===== src/rtl/pmrc_pkg.sv =====
package pmrc_pkg;

   // register byte addresses on the AHB-Lite slave
   localparam logic [11:0] ADDR_CAUSE = 12'hFF0;
   localparam logic [11:0] ADDR_RELOAD_UPPER = 12'hF00;
   localparam logic [11:0] ADDR_RELOAD_HIGH = 12'hF04;
   localparam logic [11:0] ADDR_RELOAD_LOW = 12'hF08;
   localparam logic [11:0] ADDR_LOCK = 12'hF0C;
   localparam logic [11:0] ADDR_IRQ_STAT = 12'hF10;
   localparam logic [11:0] ADDR_IRQ_MASK = 12'hF14;
   localparam logic [11:0] ADDR_CTRL = 12'hF18;
   localparam logic [11:0] ADDR_MODE = 12'hF1C;

   // reset-cause field positions
   localparam int CAUSE_POR_BIT = 7;
   localparam int CAUSE_SLEEP_BIT = 6;
   localparam int CAUSE_WDOG_BIT = 5;
   localparam int CAUSE_PIN_BIT = 4;
   localparam logic [7:0] CAUSE_KEEP_MASK = 8'h0F;
   localparam logic [7:0] CAUSE_RST = 8'h00;

   // unlock byte sequence
   localparam logic [7:0] UNLOCK_FIRST = 8'h55;
   localparam logic [7:0] UNLOCK_SECOND = 8'hAA;

   // watchdog reload reset value, one byte per register
   localparam logic [7:0] RELOAD_UPPER_RST = 8'h00;
   localparam logic [7:0] RELOAD_HIGH_RST = 8'h04;
   localparam logic [7:0] RELOAD_LOW_RST = 8'h00;

   // control and lock register bits
   localparam int CTRL_WDOG_EN_BIT = 0;
   localparam int LOCK_OPEN_BIT = 0;

   // interrupt status / mask layout
   localparam int IRQ_W = 4;
   localparam int IRQ_RECOVER = 0;
   localparam int IRQ_WDOG = 1;
   localparam int IRQ_PIN_RST = 2;
   localparam int IRQ_LOCK_VIOL = 3;
   localparam logic [IRQ_W-1:0] IRQ_MASK_RST = 4'h0;

   localparam logic [1:0] HTRANS_IDLE = 2'h0;
   localparam logic HRESP_OKAY = 1'b0;

   typedef enum logic [2:0] {
      PMRC_RUN = 3'b001,
      PMRC_IDLE = 3'b010,
      PMRC_SLEEP = 3'b100
   } pmrc_mode_t;

   typedef enum logic [1:0] {
      PMRC_UNL_WAIT = 2'b01,
      PMRC_UNL_HALF = 2'b10
   } pmrc_unlock_t;

   // asynchronous event inputs, in synchroniser order
   typedef struct packed {
      logic por;
      logic pin_rst;
      logic wdog_to;
      logic pin_wake;
   } pmrc_evt_t;

   typedef struct packed {
      pmrc_mode_t mode;
      pmrc_unlock_t unl;
      logic unlocked;
      logic [7:0] cause;
      logic [7:0] rl_upper;
      logic [7:0] rl_high;
      logic [7:0] rl_low;
      logic wdog_en;
      logic [IRQ_W-1:0] irq_stat;
      logic [IRQ_W-1:0] irq_mask;
      logic dp_valid;
      logic dp_write;
      logic rd_wait;
      logic [11:0] dp_addr;
      logic [31:0] hrdata;
      pmrc_evt_t evt_prev;
   } pmrc_state_t;

endpackage : pmrc_pkg


===== src/rtl/pmrc_sync.sv =====
`timescale 1ns/100ps
module pmrc_sync #(
   parameter int WIDTH = 4,
   parameter int STAGES = 2
) (
   input wire logic i_clk,
   input wire logic i_rst,
   input wire logic i_ce,
   input wire logic [WIDTH-1:0] i_async,
   output logic [WIDTH-1:0] o_sync
);
   typedef struct packed {
      logic [STAGES-1:0][WIDTH-1:0] chain;
   } pmrc_sync_state_t;

   pmrc_sync_state_t state_reg;
   pmrc_sync_state_t state_next;

   if (STAGES < 2) begin : g_check
      $error("pmrc_sync needs at least two stages");
   end

   // stage 0 feeds only stage 1
   always_comb begin
      state_next = state_reg;
      state_next.chain[0] = i_async;
      for (int k = 1; k < STAGES; k++) begin
         state_next.chain[k] = state_reg.chain[k-1];
      end
   end

   always_ff @(posedge i_clk) begin
      if (i_rst) begin
         state_reg <= '0;
      end else if (i_ce) begin
         state_reg <= state_next;
      end
   end

   assign o_sync = state_reg.chain[STAGES-1];

endmodule : pmrc_sync


===== src/rtl/pmrc_top.sv =====
// The AHB-Lite interface to the registers was decided locally.
`timescale 1ns/100ps
// Summary of operation
// - the deep-sleep instruction stops the oscillator and system clock, halts the cpu, freezes pc.
// - in deep sleep the watchdog rc oscillator runs and the watchdog runs if enabled.
// - in deep sleep every other peripheral is held idle.
// - deep sleep ends only on a sleep-recovery event, returning to normal clocked operation.
// - the idle instruction halts the cpu and pc while oscillator and system clock keep running.
// - the reset-cause register is read-only and a read clears its upper four flags.
// - writing 55h then aah to the reset-cause address unlocks the three reload byte registers.
// - writes to the reset-cause address never change any bit of that register.
// - a power-on reset sets the power-on flag in bit 7.
// - a watchdog time-out or sleep recovery clears the power-on flag, as does a read.
// - a sleep recovery sets bit 6, and bit 5 too only when the watchdog caused it.
// - a power-on reset, or a time-out outside deep sleep, clears the sleep-recovery flag.
// - a time-out sets bit 5; power-on or a pin-change recovery clears it.
// - the reset pin sets bit 4; power-on or a pin-change recovery clears it.
module pmrc_top
   import pmrc_pkg::*;
#(
   parameter int SYNC_STAGES = 2
) (
   input wire logic I_CORE_CLK,
   input wire logic I_SYS_RST,
   input wire logic I_CLK_EN,
   input wire logic I_HSEL,
   input wire logic [31:0] I_HADDR,
   input wire logic [1:0] I_HTRANS,
   input wire logic I_HWRITE,
   input wire logic [2:0] I_HSIZE,
   input wire logic [31:0] I_HWDATA,
   input wire logic I_HREADY,
   output logic O_HREADYOUT,
   output logic [31:0] O_HRDATA,
   output logic O_HRESP,
   input wire logic I_SLEEP_INSTR,
   input wire logic I_IDLE_INSTR,
   input wire logic I_IRQ_WAKE,
   input wire logic I_POR_EVENT,
   input wire logic I_PIN_RESET_EVENT,
   input wire logic I_WDOG_TIMEOUT,
   input wire logic I_PIN_CHANGE_WAKE,
   output logic O_OSC_EN,
   output logic O_SYSCLK_EN,
   output logic O_CPU_HALT,
   output logic O_PC_FREEZE,
   output logic O_PERIPH_IDLE,
   output logic O_WDOG_OSC_EN,
   output logic O_WDOG_RUN,
   output logic [23:0] O_WDOG_RELOAD,
   output logic [7:0] O_RESET_CAUSE,
   output logic O_RELOAD_UNLOCKED,
   output logic O_IRQ
);

   if (SYNC_STAGES < 2) begin : g_check
      $error("pmrc_top needs at least two synchroniser stages");
   end

   pmrc_state_t state_reg;
   pmrc_state_t state_next;
   pmrc_evt_t evt_sync;
   pmrc_evt_t evt;
   logic wr_done;
   logic rd_cap;
   logic sleeping;
   logic wake_wdog;
   logic wake_pin;
   logic wake_any;

   function automatic logic addr_is(input logic [11:0] a, input logic [11:0] off);
      addr_is = (a == off);
   endfunction : addr_is

   function automatic logic [31:0] read_word(input pmrc_state_t st, input logic [11:0] a);
      read_word = 32'h00000000;
      case (a)
         ADDR_CAUSE: read_word = {24'h000000, st.cause};
         ADDR_RELOAD_UPPER: read_word = {24'h000000, st.rl_upper};
         ADDR_RELOAD_HIGH: read_word = {24'h000000, st.rl_high};
         ADDR_RELOAD_LOW: read_word = {24'h000000, st.rl_low};
         ADDR_LOCK: read_word = {31'h00000000, st.unlocked};
         ADDR_IRQ_STAT: read_word = {28'h0000000, st.irq_stat};
         ADDR_IRQ_MASK: read_word = {28'h0000000, st.irq_mask};
         ADDR_CTRL: read_word = {31'h00000000, st.wdog_en};
         ADDR_MODE: read_word = {29'h00000000, st.mode};
         default: read_word = 32'h00000000;
      endcase
   endfunction : read_word

   // event pins come from other domains (power monitor, watchdog rc clock, pads)
   pmrc_sync #(
      .WIDTH(4),
      .STAGES(SYNC_STAGES)
   ) u_evt_sync (
      .i_clk(I_CORE_CLK),
      .i_rst(I_SYS_RST),
      .i_ce(I_CLK_EN),
      .i_async({I_POR_EVENT, I_PIN_RESET_EVENT, I_WDOG_TIMEOUT, I_PIN_CHANGE_WAKE}),
      .o_sync(evt_sync)
   );

   // rising edges only, so a level held high counts once
   assign evt.por = evt_sync.por & ~state_reg.evt_prev.por;
   assign evt.pin_rst = evt_sync.pin_rst & ~state_reg.evt_prev.pin_rst;
   // a disabled watchdog cannot time out
   assign evt.wdog_to = evt_sync.wdog_to & ~state_reg.evt_prev.wdog_to & state_reg.wdog_en;
   assign evt.pin_wake = evt_sync.pin_wake & ~state_reg.evt_prev.pin_wake;

   assign sleeping = (state_reg.mode == PMRC_SLEEP);
   assign wake_wdog = sleeping & evt.wdog_to;
   assign wake_pin = sleeping & evt.pin_wake;
   assign wake_any = wake_wdog | wake_pin;

   assign wr_done = state_reg.dp_valid & state_reg.dp_write;
   // reads take one wait state so read data come from a register
   assign rd_cap = state_reg.dp_valid & ~state_reg.dp_write & state_reg.rd_wait;

   always_comb begin
      state_next = state_reg;
      state_next.evt_prev = evt_sync;

      // ahb-lite address phase
      if (I_HSEL && I_HTRANS[1] && I_HREADY) begin
         state_next.dp_valid = 1'b1;
         state_next.dp_write = I_HWRITE;
         state_next.dp_addr = I_HADDR[11:0];
         state_next.rd_wait = ~I_HWRITE;
      end else if (I_HREADY) begin
         state_next.dp_valid = 1'b0;
         state_next.rd_wait = 1'b0;
      end

      // read data phase: sample first, clear afterwards
      if (rd_cap) begin
         state_next.hrdata = read_word(state_reg, state_reg.dp_addr);
         state_next.rd_wait = 1'b0;
         if (addr_is(state_reg.dp_addr, ADDR_CAUSE)) begin
            state_next.cause = state_reg.cause & CAUSE_KEEP_MASK;
         end
         if (addr_is(state_reg.dp_addr, ADDR_IRQ_STAT)) begin
            state_next.irq_stat = '0;
         end
      end

      // write data phase; the cause register itself is never written
      if (wr_done) begin
         state_next.unl = PMRC_UNL_WAIT;
         if (addr_is(state_reg.dp_addr, ADDR_CAUSE)) begin
            if (state_reg.unl == PMRC_UNL_HALF && I_HWDATA[7:0] == UNLOCK_SECOND) begin
               state_next.unlocked = 1'b1;
            end else if (I_HWDATA[7:0] == UNLOCK_FIRST) begin
               state_next.unl = PMRC_UNL_HALF;
            end
         end
         case (state_reg.dp_addr)
            ADDR_RELOAD_UPPER: begin
               if (state_reg.unlocked) begin
                  state_next.rl_upper = I_HWDATA[7:0];
               end else begin
                  state_next.irq_stat[IRQ_LOCK_VIOL] = 1'b1;
               end
            end
            ADDR_RELOAD_HIGH: begin
               if (state_reg.unlocked) begin
                  state_next.rl_high = I_HWDATA[7:0];
               end else begin
                  state_next.irq_stat[IRQ_LOCK_VIOL] = 1'b1;
               end
            end
            ADDR_RELOAD_LOW: begin
               // the low byte completes a reload change and closes the lock again
               if (state_reg.unlocked) begin
                  state_next.rl_low = I_HWDATA[7:0];
                  state_next.unlocked = 1'b0;
               end else begin
                  state_next.irq_stat[IRQ_LOCK_VIOL] = 1'b1;
               end
            end
            ADDR_IRQ_MASK: state_next.irq_mask = I_HWDATA[IRQ_W-1:0];
            ADDR_CTRL: state_next.wdog_en = I_HWDATA[CTRL_WDOG_EN_BIT];
            default: state_next.irq_mask = state_next.irq_mask;
         endcase
      end

      // cause flags: hardware events after the read clear, so a set wins
      if (evt.pin_rst) begin
         state_next.cause[CAUSE_PIN_BIT] = 1'b1;
      end
      if (evt.wdog_to) begin
         state_next.cause[CAUSE_WDOG_BIT] = 1'b1;
         state_next.cause[CAUSE_POR_BIT] = 1'b0;
         state_next.cause[CAUSE_SLEEP_BIT] = sleeping;
      end
      if (wake_pin) begin
         state_next.cause[CAUSE_SLEEP_BIT] = 1'b1;
         state_next.cause[CAUSE_POR_BIT] = 1'b0;
         state_next.cause[CAUSE_WDOG_BIT] = 1'b0;
         state_next.cause[CAUSE_PIN_BIT] = 1'b0;
      end
      if (evt.por) begin
         state_next.cause[CAUSE_POR_BIT] = 1'b1;
         state_next.cause[CAUSE_SLEEP_BIT] = 1'b0;
         state_next.cause[CAUSE_WDOG_BIT] = 1'b0;
         state_next.cause[CAUSE_PIN_BIT] = 1'b0;
      end

      state_next.irq_stat[IRQ_RECOVER] = state_next.irq_stat[IRQ_RECOVER] | wake_any;
      state_next.irq_stat[IRQ_WDOG] = state_next.irq_stat[IRQ_WDOG] | evt.wdog_to;
      state_next.irq_stat[IRQ_PIN_RST] = state_next.irq_stat[IRQ_PIN_RST] | evt.pin_rst;

      // power mode machine
      case (state_reg.mode)
         PMRC_RUN: begin
            if (I_SLEEP_INSTR) begin
               state_next.mode = PMRC_SLEEP;
            end else if (I_IDLE_INSTR) begin
               state_next.mode = PMRC_IDLE;
            end
         end
         PMRC_IDLE: begin
            if (I_IRQ_WAKE || evt.wdog_to || evt.pin_wake) begin
               state_next.mode = PMRC_RUN;
            end
         end
         PMRC_SLEEP: begin
            // resets and interrupts do not wake; only a recovery event does
            if (wake_any) begin
               state_next.mode = PMRC_RUN;
            end
         end
         default: state_next.mode = PMRC_RUN;
      endcase
   end

   always_ff @(posedge I_CORE_CLK) begin
      if (I_SYS_RST) begin
         state_reg <= '0;
         state_reg.mode <= PMRC_RUN;
         state_reg.unl <= PMRC_UNL_WAIT;
         state_reg.cause <= CAUSE_RST;
         state_reg.rl_upper <= RELOAD_UPPER_RST;
         state_reg.rl_high <= RELOAD_HIGH_RST;
         state_reg.rl_low <= RELOAD_LOW_RST;
         state_reg.irq_mask <= IRQ_MASK_RST;
      end else if (I_CLK_EN) begin
         state_reg <= state_next;
      end
   end

   assign O_HREADYOUT = ~rd_cap;
   assign O_HRDATA = state_reg.hrdata;
   assign O_HRESP = HRESP_OKAY;

   assign O_OSC_EN = ~sleeping;
   assign O_SYSCLK_EN = ~sleeping;
   assign O_CPU_HALT = (state_reg.mode != PMRC_RUN);
   assign O_PC_FREEZE = (state_reg.mode != PMRC_RUN);
   assign O_PERIPH_IDLE = sleeping;
   // the watchdog keeps its own oscillator in every mode
   assign O_WDOG_OSC_EN = 1'b1;
   assign O_WDOG_RUN = state_reg.wdog_en;
   assign O_WDOG_RELOAD = {state_reg.rl_upper, state_reg.rl_high, state_reg.rl_low};
   assign O_RESET_CAUSE = state_reg.cause;
   assign O_RELOAD_UNLOCKED = state_reg.unlocked;
   assign O_IRQ = |(state_reg.irq_stat & state_reg.irq_mask);
endmodule : pmrc_top


===== config.mk =====
export PLATFORM = sky130hd
export DESIGN_NAME = pmrc_top
export DESIGN_NICKNAME = d
export VERILOG_FILES = /design/src/rtl/pmrc_pkg.sv /design/src/rtl/pmrc_sync.sv /design/src/rtl/pmrc_top.sv
export SDC_FILE = /design/constraint.sdc
export NUM_CORES = 1
export LEC_CHECK = 0
export ABC_AREA = 1
export BUFFER_PORTS_ARGS = -buffer_cell sky130_fd_sc_hd__buf_2
export CAP_MARGIN = 20
export CORE_MARGIN = 3
export CORE_UTILIZATION = 47
export CTS_CLUSTER_SIZE = 16
export DETAILED_ROUTE_END_ITERATION = 8
export PLACE_DENSITY = 0.77
export SLEW_MARGIN = 0
export SYNTH_ARGS = -nofsm -noshare
export SYNTH_HDL_FRONTEND = slang
export SYNTH_SLANG_ARGS = --single-unit

===== constraint.sdc =====
create_clock -name I_CORE_CLK -period 2.4 [get_ports I_CORE_CLK]
set_clock_uncertainty 0.1 [all_clocks]
set_input_delay 0.24 -clock I_CORE_CLK [delete_from_list [all_inputs] [get_ports I_CORE_CLK]]
set_output_delay 0.24 -clock I_CORE_CLK [all_outputs]
set_load 0.02 [all_outputs]

==> results of run 1 <==
logic make-up (layout without fill, tap and decap cells):
family	after synthesis	after routing	share of synthesized area (%)
AND/OR/NAND/NOR	242	242	27.2
flip-flops	78	78	36.6
buffers and inverters	148	161	19.7
AO/OA/AOI/OAI	102	102	16.3
other	2	30	0.176
worst max-delay path, delay by kind of cell (launching register included):
family | cells | cell delay, ns
compound gates | 1 | 0.10
flops | 1 | 0.33
simple gates | 5 | 0.78
buf+inv | 2 | 0.38
layout make-up:
type	instances	area share, %
Clock inverter	5	0.751
Timing Repair Buffer	83	9.51
Sequential cell	78	34.7
Multi-Input combinational cell	374	43.7
Tap cell	108	3.00
Inverter	62	5.17
Clock buffer	11	3.14
synth_stat cells:
| cell | n |
|---|---|
| nor2_1 | 81 |
| nand2_1 | 79 |
| dfxtp_1 | 78 |
| buf_4 | 68 |
| inv_1 | 55 |
| nand3_1 | 44 |
| a21oi_1 | 42 |
| o21ai_0 | 32 |
| a211oi_2 | 23 |
| nand4_1 | 14 |
| clkbuf_1 | 9 |
| nor2_4 | 7 |
| buf_2 | 6 |
| inv_2 | 6 |
| nor2_2 | 4 |
| buf_6 | 3 |
| nand3_4 | 3 |
| conb_1 | 2 |
| nand2_4 | 2 |
| nor3_1 | 2 |
| nor4_1 | 2 |
| o21ai_1 | 2 |
| clkinv_1 | 1 |
| nand2_2 | 1 |
| nor2_8 | 1 |
| nor3_4 | 1 |
| o2111ai_1 | 1 |
| o211ai_1 | 1 |
| o211ai_2 | 1 |
| or2_2 | 1 |
stage by stage:
stage / utilization [%] / cell area, µm²
final: 51.4 / 4500
after global routing: 51.4 / 4500
after CTS: 51.4 / 4500
after detailed placement: 49.4 / 4330
after global placement: 49.4 / 4330
after floorplan: - / 4370
metal layers:
| layer | vias up | wire length (µm) | share of wire (%) |
|---|---|---|---|
| met1 | 1583 | 4030 | 43 |
| met4 | 0 | 204 | 2.2 |
| met2 | 142 | 4420 | 47 |
| met5 | - | 0 | 0 |
| li1 | 1836 | - | - |
| met3 | 21 | 777 | 8.2 |
worst max path at each step:
stage | endpoint | cells after the start
final | state_reg[93] | 8
after global routing | O_RESET_CAUSE[4] | 8
after detailed placement | O_WDOG_RELOAD[20] | 6
after CTS | O_PC_FREEZE | 4
after floorplan | state_reg[96] | 7
after global placement | O_WDOG_RELOAD[22] | 6
power groups by stage:
stage                     clock network [µW]  logic, µW  registers [µW]
after global routing                     949        294            1350
after global placement                     0        255            1370
after CTS                                894        261            1340
final                                    876        262            1340
after floorplan                            0        229            1370
after detailed placement                   0        260            1380
==> results.md, run 1 <==
- Status: complete, no violations
- Routed wire length: 9.43 mm
- Setup crit start: state_reg[45]
- CP Launch Type: flip-flop
- Max FFs per register: 32
- Hold_buf cts: 0
- Minimum clock period: 1.80 ns
- WHS Path Cells: 3
- Die Width: 101 µm
- First-pass GRT wire length: 15.2 mm
- Synth area leaders: dfxtp_1, buf_4, nor2_1
- M3 GR Usage: 4.89%
- Initial drt markers: 232
- CP arrival: 1.94 ns
- Leak pwr: 0.00198 µW
- Tot Pwr: 2480 µW
- Cell Int Power: 1800 µW
- Layout cell share with drive strength beyond 1: 24.1%
- Routed via count: 3582
- Area leader, netlist: dfxtp_1
- CP max stage cell: nor2_4
- Final Hold Vio Count: 0
- Register bit total from synthesis: 78
- Grt ovf: 0
- Pins Over Slew Limit: 0
- Ant diodes: 0
- Combinational power share: 10.6%
- # IOs: 157
- Core box area: 0.00876 mm²
- Synth unique cells: 30
- Clock-pin slew on the worst setup and hold paths: 0.08 ns
- Post-CTS setup buffer count: 0
- Cell Count, Final, Fillers Out: 721
- Fin crit share: 74.9%
- Placed Cells: 705
- Multi-input logic area: 0.00197 mm²
- Bufs on Longest Clock Path: 2
- Most frequent cells in the layout: nor2_1, nand2_1, dfxtp_1, buf_2, inv_1
- Clk network pwr share: 35.3%
- Worst Hold Launch: I_PIN_RESET_EVENT
- Cell mode on critical path: nand2_1
- Switching power: 688 µW
- All-Layer GR Usage: 18.6%
- Residual DRC: 0
- Final TNS setup: 0 ns
- Hold EP: u_evt_sync.state_next[6]
- Crit path max fanout: 17
- Num Clock Sinks: 78
- Layout fillers: 861
- Worst reg2reg startpoint: state_reg[45]
- Port Buf Inserts: 78
- Global routing met1 resource utilization: 24.1%
- Pre-CTS setup slack: 0.518 ns
- Syn. warnings: 0
- Chip height: 101 µm
- Worst r2r dst: state_reg[93]
- R2r setup slk: 0.60 ns
- CTS root buffer: clkbuf_8
- Yosys top cell area share: 36.6%
- Max IR drop VDD: 0.286 mV
- Pin count of the biggest net entering global routing: 38
- # Max-Cap Violations: 0
- Sw Ratio: 27.7%
- Worst min path class: input pin to flip-flop
- PwrDens: 552 mW/mm²
- Post-route setup slack: 0.602 ns
- Fin nets: 690
- Final Setup Violations: 0
- Classification of the worst setup path: flip-flop to flip-flop
- Vias per cell: 4.97
- Fmax: 0.556 GHz
- Synth Area per Inst: 7.46 µm²
- Initial Utilization: 48.7%
- P&R area growth vs syn: 5.51%
- Setup crit end kind: flip-flop
- Clock Latency Late Sink: 0.35 ns
- WL/cell: 13.1 µm
- Post-DP HPWL: 7.17 mm
- Required @ worst endpoint: 2.54 ns
- DR pass1 iterations: 5
- CTS tree: yes
- Synthesized area: 0.00427 mm²
- Met2 usage: 29.3%
- GRT busiest layer: met2
- Seq pwr share: 54.2%
- Mapped Cells: 572
- Total CTS buffers: 9
- CP cell instances: nand2_1 > nor2_4 > buf_4 > nand3_1 > inv_1 > nand4_1 > o21ai_0 > nand2_1
- Seq/Total Area, Yosys: 36.6%
- Worst reg2reg path depth: 8
- Vias in the first global route: 3305
- Hold Worst Slack: 0.0135 ns
- Post-DRT Antenna Nets: 0
- RSZ-0062 raised after global routing: no
- Die area: 0.0103 mm²
- Initial antenna violation count: 0
- Routability Congestion: 0.864
- Slowest cell delay on critical path: 0.36 ns
- H-tree depth: 3
- Register area: 0.00156 mm²
- Commonest non-fill, non-tap cell in the layout: nor2_1
- Resized Gates After CTS: 0
- Row cnt: 34
Note: power is estimated with default switching activity, not from simulation.
==> run 2, diff against run 1 <==
- CORE_UTILIZATION: 47 -> 45
- clock period: 2.4 -> 1.45 ns (I/O delays scaled with it)
==> results.md, run 2 (synthesized netlist as in run 1, its figures left out) <==
- Clock-pin slew on the worst setup and hold paths: 0.08 ns
- Fin util: 64.0%
- Final Hold Vio Count: 0
- Bufs on Longest Clock Path: 2
- Design area: 0.00575 mm²
- Die area: 0.0107 mm²
- Worst Hold Launch: I_HWDATA[2]
- Required @ worst endpoint: 1.64 ns
- Post-DP HPWL: 7.39 mm
- Die Width: 103 µm
- Num Clock Sinks: 78
- Ant diodes: 0
- Crit path max fanout: 5
- Row cnt: 34
- RSZ-0062 raised after global routing: yes
- WL/cell: 15.6 µm
- Met2 usage: 37.3%
- Post-route setup slack: -0.229 ns
- Minimum clock period: 1.68 ns
- Clock Latency Late Sink: 0.35 ns
- Post-DRT Antenna Nets: 0
- Failing checks: negative setup slack
- Cell Count, Final, Fillers Out: 807
- CP arrival: 1.87 ns
- Classification of the worst setup path: flip-flop to flip-flop
- Pin count of the biggest net entering global routing: 38
- Global routing met1 resource utilization: 26.2%
- Commonest non-fill, non-tap cell in the layout: buf_2
- Max FFs per register: 32
- Fmax: 0.596 GHz
- GRT busiest layer: met2
- Grt ovf: 0
- Worst r2r dst: O_HRDATA[0]
- WHS Path Cells: 3
- Status: complete, but fails checks
- Initial antenna violation count: 0
- Hold Worst Slack: 0.0277 ns
- Initial Utilization: 47.5%
- Core box area: 0.00898 mm²
- Total CTS buffers: 9
- # Max-Cap Violations: 0
- Port Buf Inserts: 78
- CTS root buffer: clkbuf_8
- Routability Congestion: 0.881
- # IOs: 157
- Worst min path class: input pin to flip-flop
- Fin crit share: 116%
- Final Setup Violations: 49
- Leak pwr: 0.00242 µW
- CTS tree: yes
- H-tree depth: 3
- R2r setup slk: -0.23 ns
- Residual DRC: 0
- Layout cell share with drive strength beyond 1: 43.5%
- P&R area growth vs syn: 34.7%
- Hold EP: O_WDOG_RELOAD[2]
- Max IR drop VDD: 0.588 mV
- Vias in the first global route: 3807
- DR pass1 iterations: 6
- Placed Cells: 741
- Fin nets: 758
- PwrDens: 827 mW/mm²
- Routed wire length: 12.6 mm
- First-pass GRT wire length: 17.9 mm
- Initial drt markers: 454
- Pins Over Slew Limit: 0
- Routed via count: 4211
- Worst reg2reg startpoint: state_reg[42]
- Most frequent cells in the layout: buf_2, dfxtp_1, nand2_1
- Setup crit end kind: flip-flop
- Chip height: 103 µm
- Worst reg2reg path depth: 10
- DP Area: 0.00451 mm²
- Pre-CTS setup slack: -0.0920 ns
- All-Layer GR Usage: 21.8%
- CP Launch Type: flip-flop
- Vias per cell: 5.22
- M3 GR Usage: 6.10%
-- run 2: cell types whose count changed in the layout (fill, tap and decap cells not counted), sizes merged --
cell | previous run | this run
buf | 83 | 128
dlygate4sd3 | 0 | 19
nand3 | 47 | 50
bufinv | 0 | 2
bufbuf | 0 | 1
clkinv | 3 | 2
clkinvlp | 2 | 1
-- run 2: layout make-up --
cell class	count	area [µm²]
clock inverter	5	81.3
timing repair buffer	148	1110
inverter	62	255
clock buffer	11	131
fill	720	3230
multi-input combinational	377	2420
sequential	78	1590
tap	126	158
-- run 2: worst max-delay path by stage --
stage | endpoint | start | slack [ns] | cells after the start
final | O_HRDATA[0] | state_reg[42] | -0.23 | 10
after detailed placement | O_HRDATA[2] | state_reg[38] | -0.09 | 10
after floorplan | O_RESET_CAUSE[4] | state_reg[97] | -0.04 | 9
after global routing | O_HRDATA[0] | state_reg[42] | -0.34 | 10
after global placement | O_WDOG_RELOAD[14] | state_reg[40] | -0.03 | 6
after CTS | O_WDOG_RELOAD[9] | state_reg[43] | -0.04 | 7
-- run 2: worst max-delay path, cell delays in order (launching register included) --
cell	delay, ns
dfxtp_4	0.36
nor2_4	0.16
buf_6	0.14
nand2_8	0.06
nor2_4	0.24
nand3_1	0.16
nand2_1	0.11
nor2_1	0.06
nand2_1	0.06
nand2_1	0.05
a21oi_1	0.11
-- run 2: through the flow --
step	total power, µW	setup TNS (ns)
after CTS	4660	-0.459
after floorplan	2650	-0.0790
after global routing	4920	-10.70
after global placement	2730	-0.599
after detailed placement	2740	-1.75
final	4750	-6.63
-- run 2: routing by layer --
| metal | wire [µm] | up-vias |
|---|---|---|
| li1 | - | 1988 |
| met1 | 4860 | 1955 |
| met2 | 6320 | 225 |
| met3 | 971 | 43 |
| met4 | 463 | 0 |
| met5 | 0 | - |
-- run 2: power by group --
part	internal [µW]	switching, µW
sequential	2190	43.4
combinational	283	435
clock	975	828
total	3450	1310
-- run 2: what timing repair did --
| action | in CTS | in global routing |
|---|---|---|
| setup buffers | 22 | 5 |
| gates cloned | 4 | 0 |
| endpoints found under the setup margin | 45 | 57 |
| gates resized for setup | 74 | 87 |
| hold buffers | 19 | 0 |
| pin swaps | 30 | 24 |
| endpoints found under the hold margin | 20 | 0 |
